### config.mk
export PLATFORM = sky130hd
export DESIGN_NAME = fast_shutoff_zone_logic
export DESIGN_NICKNAME = d
export VERILOG_FILES = /design/src/rtl/fso_pkg.sv /design/src/rtl/fso_zone_if.sv /design/src/rtl/fso_zone_comb.sv /design/src/rtl/fast_shutoff_zone_logic.sv
export SDC_FILE = /design/constraint.sdc
export NUM_CORES = 1
export LEC_CHECK = 0
export ABC_AREA = 1
export BUFFER_PORTS_ARGS = -buffer_cell sky130_fd_sc_hd__buf_2
export CAP_MARGIN = 20
export CORE_UTILIZATION = 55
export CTS_BUF_LIST = sky130_fd_sc_hd__clkbuf_4
export CTS_CLUSTER_SIZE = 40
export DETAILED_ROUTE_END_ITERATION = 16
export PLACE_DENSITY = 0.93
export SYNTH_ARGS = -nofsm -noshare
export SYNTH_HDL_FRONTEND = slang
export SYNTH_SLANG_ARGS = --single-unit
### constraint.sdc
create_clock -name i_clk_sys -period 2.6 [get_ports i_clk_sys]
set_input_delay 0.26 -clock i_clk_sys [delete_from_list [all_inputs] [get_ports i_clk_sys]]
set_output_delay 0.26 -clock i_clk_sys [all_outputs]
set_load 0.02 [all_outputs]
### src/rtl/fso_pkg.sv
/*
 fso_pkg: constants shared by the fast shut-off zone logic.
 assumes: nothing beyond a SystemVerilog compiler.
*/
package fso_pkg;
	localparam int          MAX_INPUTS       = 8;
	localparam int          MAX_INPUTS_BYP   = 7;
	localparam logic [1:0]  ZONE_NONE        = 2'h0;
	localparam logic [1:0]  ZONE_ONE         = 2'h1;
	localparam logic [1:0]  ZONE_TWO         = 2'h2;
	localparam logic [1:0]  ZONE_BOTH        = 2'h3;
	localparam int          BYPASS_DELAY     = 3;
	localparam logic [1:0]  BYPASS_CNT_RESET = 2'h0;
	localparam logic [3:0]  NUM_INPUTS_RESET = 4'h1;
	localparam logic [15:0] ZONE_CFG_RESET   = 16'h0000;
	// slow path latency standing in for the application response time, in logic cycles
	localparam int          SLOW_DELAY       = 2;
	localparam logic [2:0]  SLOW_CNT_RESET   = 3'h0;
	localparam logic [3:0]  REG_CFG          = 4'h0;
	localparam logic [3:0]  REG_ZONE         = 4'h1;
	localparam logic [3:0]  REG_STATUS       = 4'h2;
	localparam int          CFG_NUM_LSB      = 0;
	localparam int          CFG_BYP_BIT      = 4;
	localparam int          CFG_EN_BIT       = 5;
	localparam int          STS_ZONE1_BIT    = 0;
	localparam int          STS_ZONE2_BIT    = 1;
	localparam int          STS_ENABLE_BIT   = 2;
	localparam int          STS_BYPASS_BIT   = 3;
	localparam int          STS_OUT_BIT      = 4;
endpackage : fso_pkg

### src/rtl/fso_zone_if.sv
/*
 fso_zone_if: carries raw inputs, the used mask and zone settings to the zone combiner.
 assumes: a single clock domain.
*/
`timescale 1ns/1ps
interface fso_zone_if;
	logic [7:0]  inputs;
	logic [7:0]  used;
	logic [15:0] zone_cfg;
	logic        zone1;
	logic        zone2;
	logic        enable;
	modport ctrl (output inputs, output used, output zone_cfg, input zone1, input zone2, input enable);
	modport comb (input inputs, input used, input zone_cfg, output zone1, output zone2, output enable);
endinterface : fso_zone_if

### src/rtl/fso_zone_comb.sv
/*
 fso_zone_comb: ands inputs per zone and ors the two zone results.
 assumes: used marks configured input positions; purely combinational.
*/
`timescale 1ns/1ps
module fso_zone_comb (
	fso_zone_if.comb zb
);
	logic [7:0] in_z1;
	logic [7:0] in_z2;
	logic [7:0] t_z1;
	logic [7:0] t_z2;

	genvar g;
	generate
		for (g = 0; g < 8; g++) begin : g_in
			assign in_z1[g] = zb.used[g] && zb.zone_cfg[2*g];
			assign in_z2[g] = zb.used[g] && zb.zone_cfg[2*g+1];
			assign t_z1[g]  = !in_z1[g] || zb.inputs[g];
			assign t_z2[g]  = !in_z2[g] || zb.inputs[g];
		end
	endgenerate

	// an empty zone must not hold the output on
	assign zb.zone1  = (|in_z1) && (&t_z1);
	assign zb.zone2  = (|in_z2) && (&t_z2);
	assign zb.enable = zb.zone1 || zb.zone2;
endmodule : fso_zone_comb

### src/rtl/fast_shutoff_zone_logic.sv
/*
 fast_shutoff_zone_logic: fast shut-off of one output from up to eight safety inputs.
 assumes: inputs synchronous to i_clk_sys; one clock per logic cycle when i_ce is high.
*/
// What this block does
// plain variant takes one to eight inputs
// bypass variant takes one to seven inputs
// shut-off acts at once, bypassing logic cycle
// inputs in one zone are ANDed
// zone results ORed; drop triggers shut-off
// per-input zone setting one, two, both
// active bypass suppresses the shut-off
// target output lives on same module
// downstream gating must pass a low through
// inputs alone must also switch output off
// state output only indicates, never drives
// bypass counts after three high cycles
// bypass release shuts off at normal speed
// empty zone contributes false
`timescale 1ns/1ps
module fast_shutoff_zone_logic (
	// clock, reset, enable
	input  wire logic        i_clk_sys,
	input  wire logic        i_nrst,
	input  wire logic        i_ce,
	// safety inputs, position after the last used input is the bypass in bypass mode
	input  wire logic [7:0]  i_safety_in,
	// result of the ordinary application logic for the target output
	input  wire logic        i_logic_out,
	// register port
	input  wire logic [3:0]  i_addr,
	input  wire logic [31:0] i_wdata,
	input  wire logic        i_wr,
	input  wire logic        i_rd,
	output logic      [31:0] o_rdata,
	// outputs
	output logic             o_phys_out,
	output logic             o_state
);
	logic [3:0]  num_inputs;
	logic        bypass_mode;
	logic        out_en;
	logic [15:0] zone_cfg;
	logic [1:0]  byp_cnt;
	logic        byp_active;
	logic [2:0]  slow_cnt;
	logic        slow_hold;
	logic [7:0]  used;
	logic [3:0]  eff_num;
	logic [7:0]  byp_sel;
	logic        byp_raw;
	logic        fast_ok;

	fso_zone_if zb ();
	fso_zone_comb u_comb (.zb(zb));

	// bypass variant loses one position, so cap the count at seven
	always_comb begin
		eff_num = num_inputs;
		if (num_inputs == 4'h0)
			eff_num = 4'h1;
		else if (bypass_mode && num_inputs > 4'(fso_pkg::MAX_INPUTS_BYP))
			eff_num = 4'(fso_pkg::MAX_INPUTS_BYP);
		else if (num_inputs > 4'(fso_pkg::MAX_INPUTS))
			eff_num = 4'(fso_pkg::MAX_INPUTS);
	end

	genvar g;
	generate
		for (g = 0; g < 8; g++) begin : g_used
			assign used[g]    = (4'(g) < eff_num);
			assign byp_sel[g] = (4'(g) == eff_num);
		end
	endgenerate

	// bypass sits in the first position after the safety inputs
	assign byp_raw     = bypass_mode && |(byp_sel & i_safety_in);
	assign zb.inputs   = i_safety_in;
	assign zb.used     = used;
	assign zb.zone_cfg = zone_cfg;

	// bypass qualification: three consecutive high logic cycles
	always_ff @(posedge i_clk_sys or negedge i_nrst) begin
		if (!i_nrst) begin
			byp_cnt    <= fso_pkg::BYPASS_CNT_RESET;
			byp_active <= 1'b0;
		end else if (i_ce) begin
			if (!byp_raw) begin
				byp_cnt    <= fso_pkg::BYPASS_CNT_RESET;
				byp_active <= 1'b0;
			end else if (byp_cnt < 2'(fso_pkg::BYPASS_DELAY - 1)) begin
				byp_cnt <= byp_cnt + 2'h1;
			end else begin
				byp_active <= 1'b1;
			end
		end
	end

	// after bypass falls the output only drops at normal speed
	always_ff @(posedge i_clk_sys or negedge i_nrst) begin
		if (!i_nrst) begin
			slow_cnt <= fso_pkg::SLOW_CNT_RESET;
		end else if (i_ce) begin
			if (byp_active)
				slow_cnt <= 3'(fso_pkg::SLOW_DELAY);
			else if (slow_cnt != 3'h0)
				slow_cnt <= slow_cnt - 3'h1;
		end
	end
	assign slow_hold = (slow_cnt != 3'h0);

	// combinational path so the cut does not wait for a logic cycle
	assign fast_ok = zb.enable || byp_active || slow_hold;

	// target gated by and only, so a low from either side wins
	always_comb begin
		o_phys_out = out_en && i_logic_out && fast_ok;
	end

	// indication only; not the drive of the target
	always_ff @(posedge i_clk_sys or negedge i_nrst) begin
		if (!i_nrst)
			o_state <= 1'b0;
		else if (i_ce)
			o_state <= zb.enable || byp_active;
	end

	// configuration registers
	always_ff @(posedge i_clk_sys or negedge i_nrst) begin
		if (!i_nrst) begin
			num_inputs  <= fso_pkg::NUM_INPUTS_RESET;
			bypass_mode <= 1'b0;
			out_en      <= 1'b0;
			zone_cfg    <= fso_pkg::ZONE_CFG_RESET;
		end else if (i_ce && i_wr) begin
			case (i_addr)
				fso_pkg::REG_CFG: begin
					num_inputs  <= i_wdata[fso_pkg::CFG_NUM_LSB +: 4];
					bypass_mode <= i_wdata[fso_pkg::CFG_BYP_BIT];
					out_en      <= i_wdata[fso_pkg::CFG_EN_BIT];
				end
				fso_pkg::REG_ZONE: begin
					zone_cfg <= i_wdata[15:0];
				end
				default: begin
				end
			endcase
		end
	end

	// read data one cycle after the strobe; unmapped reads zero
	always_ff @(posedge i_clk_sys or negedge i_nrst) begin
		if (!i_nrst) begin
			o_rdata <= 32'h0000_0000;
		end else if (i_ce) begin
			o_rdata <= 32'h0000_0000;
			if (i_rd) begin
				case (i_addr)
					fso_pkg::REG_CFG:
						o_rdata <= {26'h000_0000, out_en, bypass_mode, num_inputs};
					fso_pkg::REG_ZONE:
						o_rdata <= {16'h0000, zone_cfg};
					fso_pkg::REG_STATUS:
						o_rdata <= {27'h000_0000, o_phys_out, byp_active, zb.enable, zb.zone2, zb.zone1};
					default:
						o_rdata <= 32'h0000_0000;
				endcase
			end
		end
	end
endmodule : fast_shutoff_zone_logic

; Word level (Yosys, flattened, before mapping)
; Index checks and enable logic that the tools add are counted.
; W data, S select, Z words.
[word_totals]
mem_bits_ro = 0
ram_bits = 0
latchBits = 0
memories = 0
word_cells = 118
input_bits = 50
reg_bits = 61
output_inout_bits = 34
[classes]
reduce_logical = 73
n_lt_le_gt_ge = 11
n_bitwise = 1
eq_ne = 11
muxes = 11
div_mod_pow = 0
n_mul = 0
n_shift = 0
n_addsub = 2
[ops]
columns = op, n
row1 = $pmux W16 S3, 1
row2 = $reduce_or A8 Y1, 3
row3 = $logic_and A1 B1 Y1, 23
row4 = $logic_or A1 B1 Y1, 19
row5 = $eq A3 B4 Y1 const A, 4
row6 = $logic_not A1 Y1, 16
row7 = $lt A3 B4 Y1 const A, 4
row8 = $mux W16, 1
row9 = $reduce_and A8 Y1, 2
row10 = $logic_not A4 Y1, 3
row11 = $mux W4, 3
row12 = $reduce_and A2 Y1, 5
row13 = $and A8 B8 Y8, 1
row14 = $eq A2 B4 Y1 const A, 2
row15 = $lt A1 B4 Y1 const A, 2
row16 = $lt A2 B4 Y1 const A, 2
row17 = $mux W3, 2
row18 = $eq A1 B4 Y1 const A, 1
row19 = $eq A4 B1 Y1 const B, 1
row20 = $eq A4 B2 Y1 const B, 1
row21 = $gt A4 B3 Y1 const B, 1
row22 = $gt A4 B4 Y1 const B, 1
row23 = $mux W2, 2
row24 = $reduce_bool A3 Y1, 1
row25 = other kinds (7), 8

; Depth between registers and ports, before layout
[depth]
depth_word = 16
depth_mapped = 16

; Hierarchy
; A second synthesis with hierarchy kept.
[hier_totals]
hier_cells = 338
hier_area_um2 = 2508.7
[modules_own_cells]
columns = mod, n_inst, seq_area_each_um2, area_per_inst_um2, cells_per_inst
row1 = fast_shutoff_zone_logic, 1, 1127.3, 2209.6, 269
row2 = fso_zone_comb, 1, 0.0, 299.0, 69

; Worst setup path before layout
; No wires, ideal clock.
[synth_timing]
kind = flip-flop to output port
startpoint = reg num_inputs[3]
endpoint = out o_phys_out
path_buffers = 1
path_stages_with_launch = 11
arrival_ps = 1434
setup_slack_ps = 906
required_ps = 2340
cell_sequence = dfrtp_1 -> buf_6 -> nor2_1 -> nand4_1 -> nand4_1 -> nand2_1 -> nor2_1 -> nand3_2 -> nand3_2 -> nand2_1 -> inv_1
[synth_via]
elab_chain_cells = 14
word_cells_on_any_way = 73
classes_between = order compare: 10 / mux: 3 / reduce/logical: 60
[synth_lines]
columns = element, line
row1 = from (decl), fast_shutoff_zone_logic.sv:40  ; logic [3:0] num_inputs;
row2 = from (signal assigned), fast_shutoff_zone_logic.sv:131  ; num_inputs <= fso_pkg::NUM_INPUTS_RESET;
row3 = from (signal assigned), fast_shutoff_zone_logic.sv:138  ; num_inputs <= i_wdata[fso_pkg::CFG_NUM_LSB +: 4];
row4 = $gt A4 B4 Y1 / $gt A4 B3 Y1 (equally long branches), "fast_shutoff_zone_logic.sv:64, fast_shutoff_zone_logic.sv:62"
row5 = $mux W4 / $logic_and A1 B1 Y1 (equally long branches), "fast_shutoff_zone_logic.sv:64, fast_shutoff_zone_logic.sv:62"
row6 = $mux W4, fast_shutoff_zone_logic.sv:62  ; else if (bypass_mode && num_inputs > 4'(fso_pkg::MAX_INPUTS_BYP))
row7 = $mux W4 *, fast_shutoff_zone_logic.sv:60  ; if (num_inputs == 4'h0)
row8 = "$lt A1 B4 Y1, or another cell as far along", fast_shutoff_zone_logic.sv:71  ; assign used[g] = (4'(g) < eff_num);
row9 = "$logic_and A1 B1 Y1, on equally long branches", "fso_zone_comb.sv:17, fso_zone_comb.sv:18"
row10 = "$logic_not A1 Y1, on equally long branches", "fso_zone_comb.sv:19, fso_zone_comb.sv:20"
row11 = "$logic_or A1 B1 Y1, on equally long branches", "fso_zone_comb.sv:19, fso_zone_comb.sv:20"
row12 = "$reduce_and A8 Y1, on equally long branches", "fso_zone_comb.sv:25, fso_zone_comb.sv:26"
row13 = "$logic_and A1 B1 Y1, on equally long branches", "fso_zone_comb.sv:25, fso_zone_comb.sv:26"
row14 = $logic_or A1 B1 Y1 *, fso_zone_comb.sv:27  ; assign zb.enable = zb.zone1 || zb.zone2;
row15 = $logic_or A1 B1 Y1 * (2 in series), fast_shutoff_zone_logic.sv:113  ; assign fast_ok = zb.enable || byp_active || slow_hold;
row16 = $logic_and A1 B1 Y1 *, fast_shutoff_zone_logic.sv:117  ; o_phys_out = out_en && i_logic_out && fast_ok;
row17 = to (decl), fast_shutoff_zone_logic.sv:37  ; output logic o_phys_out,
; Mark *: on every way between the ends. The rest lies on a longest branch, timed or not.

; Worst setup path after layout
; Ends and elaborated chain as after synthesis.

==> flow_summary.ini <==
[timing]
finalSetupViolations = 0
slew_viol_final = 0
min_period_over_period_pct = 93.47
setup_tns_ns = 0
worst_pin_slew_ns = 0.9493
fin_skew_ns = 0.003658
hold_slack_ns = 0.04563
max_freq_mhz = 411.5
rsz0062_at_grt = no
hold_viol = 0
slew_headroom_pct = 36.71
layout_setup_ws_ns = 0.1697
min_period_ns = 2.430

[cts]
cts_tree = yes
h-tree-depth = 2
cts_buffers = 5
post_cts_resized = 0
ctsHoldBuffers = 0
clk_latency_ns = 0.35
cts_buffer_depth = 2
cts_root_buffer = clkbuf_4
clk_pin_slew_ns = 0.11
clock-sinks = 45
cts_setup_buffers = 0

[floorplan]
die_width_um = 69.34
dieArea_um2 = 4807
die_h_um = 69.34
start_util_pct = 57.27
core_area_um2 = 4354
ioPinCount = 84
rows = 24

[setup_path]
reg2reg_depth = 9
critical_path_arrival_ns = 2.17
reg2reg_slack_ns = 0.72
cp_max_fo = 9
r2r_end = o_rdata[0]
r2r_start = num_inputs[3]
worstSetupPathType = register to primary output
cp-end-kind = primary output
cp-start-kind = register
critPathRequiredTime_ns = 2.34

[synth]
yosysSeqAreaShare_pct = 45.21
async_flop_share_pct = 100.0
synthesis.area_um2 = 2494
ys_ff_latch = 45
postSynthAreaPerCell_um2 = 8.176
dominantRegCellSynth = dfrtp_1
synth_enable_flop_cells = 0
synth.distinct_cells = 39
synth_warnings = 0
netlist_instances = 305

[route]
vias_per_cell = 5.451
vias = 2224
detail-route-antenna-nets = 0
dr.pass1.iters = 5
wl_met2_um = 2649
wl_met1_um = 2494
routedWlPerCell_um = 13.77
top_layer = met4
drtIter0Drc = 233
drt-total-wl_um = 5619
met3_length_um = 359
drc = 0

[placed_design]
pre_cts_slack_ns = 0.5532
dp_cells = 401
dpl-instance-area_um2 = 2719
place_hpwl_um = 4331
io_buffers = 51
place.gp.congestion = 0.9481

[min_path]
worst_hold_path_type = primary input to asynchronous set/reset pin

[final_layout]
finalInstanceArea_um2 = 2769
fin_cells = 408
fin_nets = 408
diodes = 0
syn_to_final_growth_pct = 11.04
drive_gt1_share_pct = 23.60

[grt]
antenna_found_initial = 0
gr-usage-all-layers_pct = 24.46
first_global_vias = 2048
grt_overflow_total = 0
grt_max_degree = 46
grt_pass1_wl_um = 9335

[outcome]
status = finished clean

[pwr]
ir_drop_v = 0.0002910
pwr_density_cell_nw_per_um2 = 646.9
leakage_nw = 1.524

[job]
drv_cap = 0
[layout by cell type (no fill, tap or decap), drive strengths merged, types with 2 or more instances in the layout]
cell and n:
nand3 17, clkbuf 6, inv 44, clkinv 3, buf 53, nand2 65, dfrtp 44, nor2 29
nor3 3, a21oi 13, conb 16, mux2 6, ha 2, o21ai 21, nand4 8, a32o 10
o22ai 4
[logic make-up after synthesis]
logic type               share of synthesized area (%)
buffers and inverters                            13.60
XOR/XNOR                                        0.3513
multiplexers                                     2.709
adder cells (fa/ha/maj)                          1.003
flip-flops                                       45.21
AO/OA/AOI/OAI                                    13.85
AND/OR/NAND/NOR                                  23.13
other                                           0.1504
[cells in the mapped netlist (2+ instances only)]
master    number  area share [%]
clkbuf_1       5            0.75
nand2_1       62             9.3
mux2_2         6             2.7
buf_4         16             4.8
o22ai_1        4             1.0
nand4_1        8             2.0
nand2_2        3            0.75
o21ai_0       20             4.0
a32o_1        10             4.0
nand3_2        5             2.0
nor3_1         2            0.40
ha_1           2             1.0
clkinv_1       2            0.30
nor2_1        27             4.1
dfrtp_1       44              44
inv_1         41             6.2
inv_2          3            0.45
a21oi_1       12             2.4
nand3_1       12             2.4
buf_6          2            0.90
[area by class of cell]
class,count,area (um2)
Tap cell,52,65.06
Fill cell,394,1585
Timing Repair Buffer,53,270.3
Inverter,46,172.7
Clock inverter,1,3.754
Multi-Input combinational cell,205,1084
Clock buffer,6,45.04
Sequential cell,45,1129
[registers in the layout, indices dropped and copies added (netlist names)]
name / cells
zb.zone_cfg: 16
slow_cnt: 3
out_en: 1
o_rdata: 16
num_inputs: 4
bypass_mode: 1
o_state: 1
byp_active: 1
byp_cnt: 2
[layer usage]
metal	vias up	global-route usage (%)
met4	0	8.617
met1	1035	33.49
met3	14	4.797
met5	-	0
li1	1072	-
met2	103	38.83
[worst max-delay path, cell delays in order, from the launching register on]
cell,delay [ns]
dfrtp_2,0.50
nor2_1,0.21
nand4_1,0.24
nand4_1,0.15
nand2_1,0.07
nor2_1,0.19
nand3_2,0.13
nand3_2,0.09
nand2_1,0.05
inv_1,0.04
buf_2,0.15
[metrics by stage]
stage	power (W)	util (%)
final	0.001791	63.59
after global routing	0.001917	63.59
after CTS	0.001795	63.56
after detailed placement	0.001484	62.44
after global placement	0.001458	62.44
after floorplan	0.001342	-
[report_power, final]
group / switching, W / leakage, nW / total (W) / internal, W
Sequential: 0.0000903 / 0.578 / 0.000898 / 0.000808
Combinational: 0.000377 / 0.917 / 0.000580 / 0.000203
Clock: 0.000204 / 0.0292 / 0.000313 / 0.000109
[how the worst max path moves through the flow]
stage                       start    endpoint  cells after the start
floorplan           num_inputs[3]  o_phys_out                     10
global placement    num_inputs[3]  o_phys_out                     10
detailed placement  num_inputs[3]  o_phys_out                     10
CTS                 num_inputs[3]  o_phys_out                     10
global route        num_inputs[3]  o_phys_out                     10
finish              num_inputs[3]  o_phys_out                     10
No activity file was read; power rests on OpenSTA's default activity.
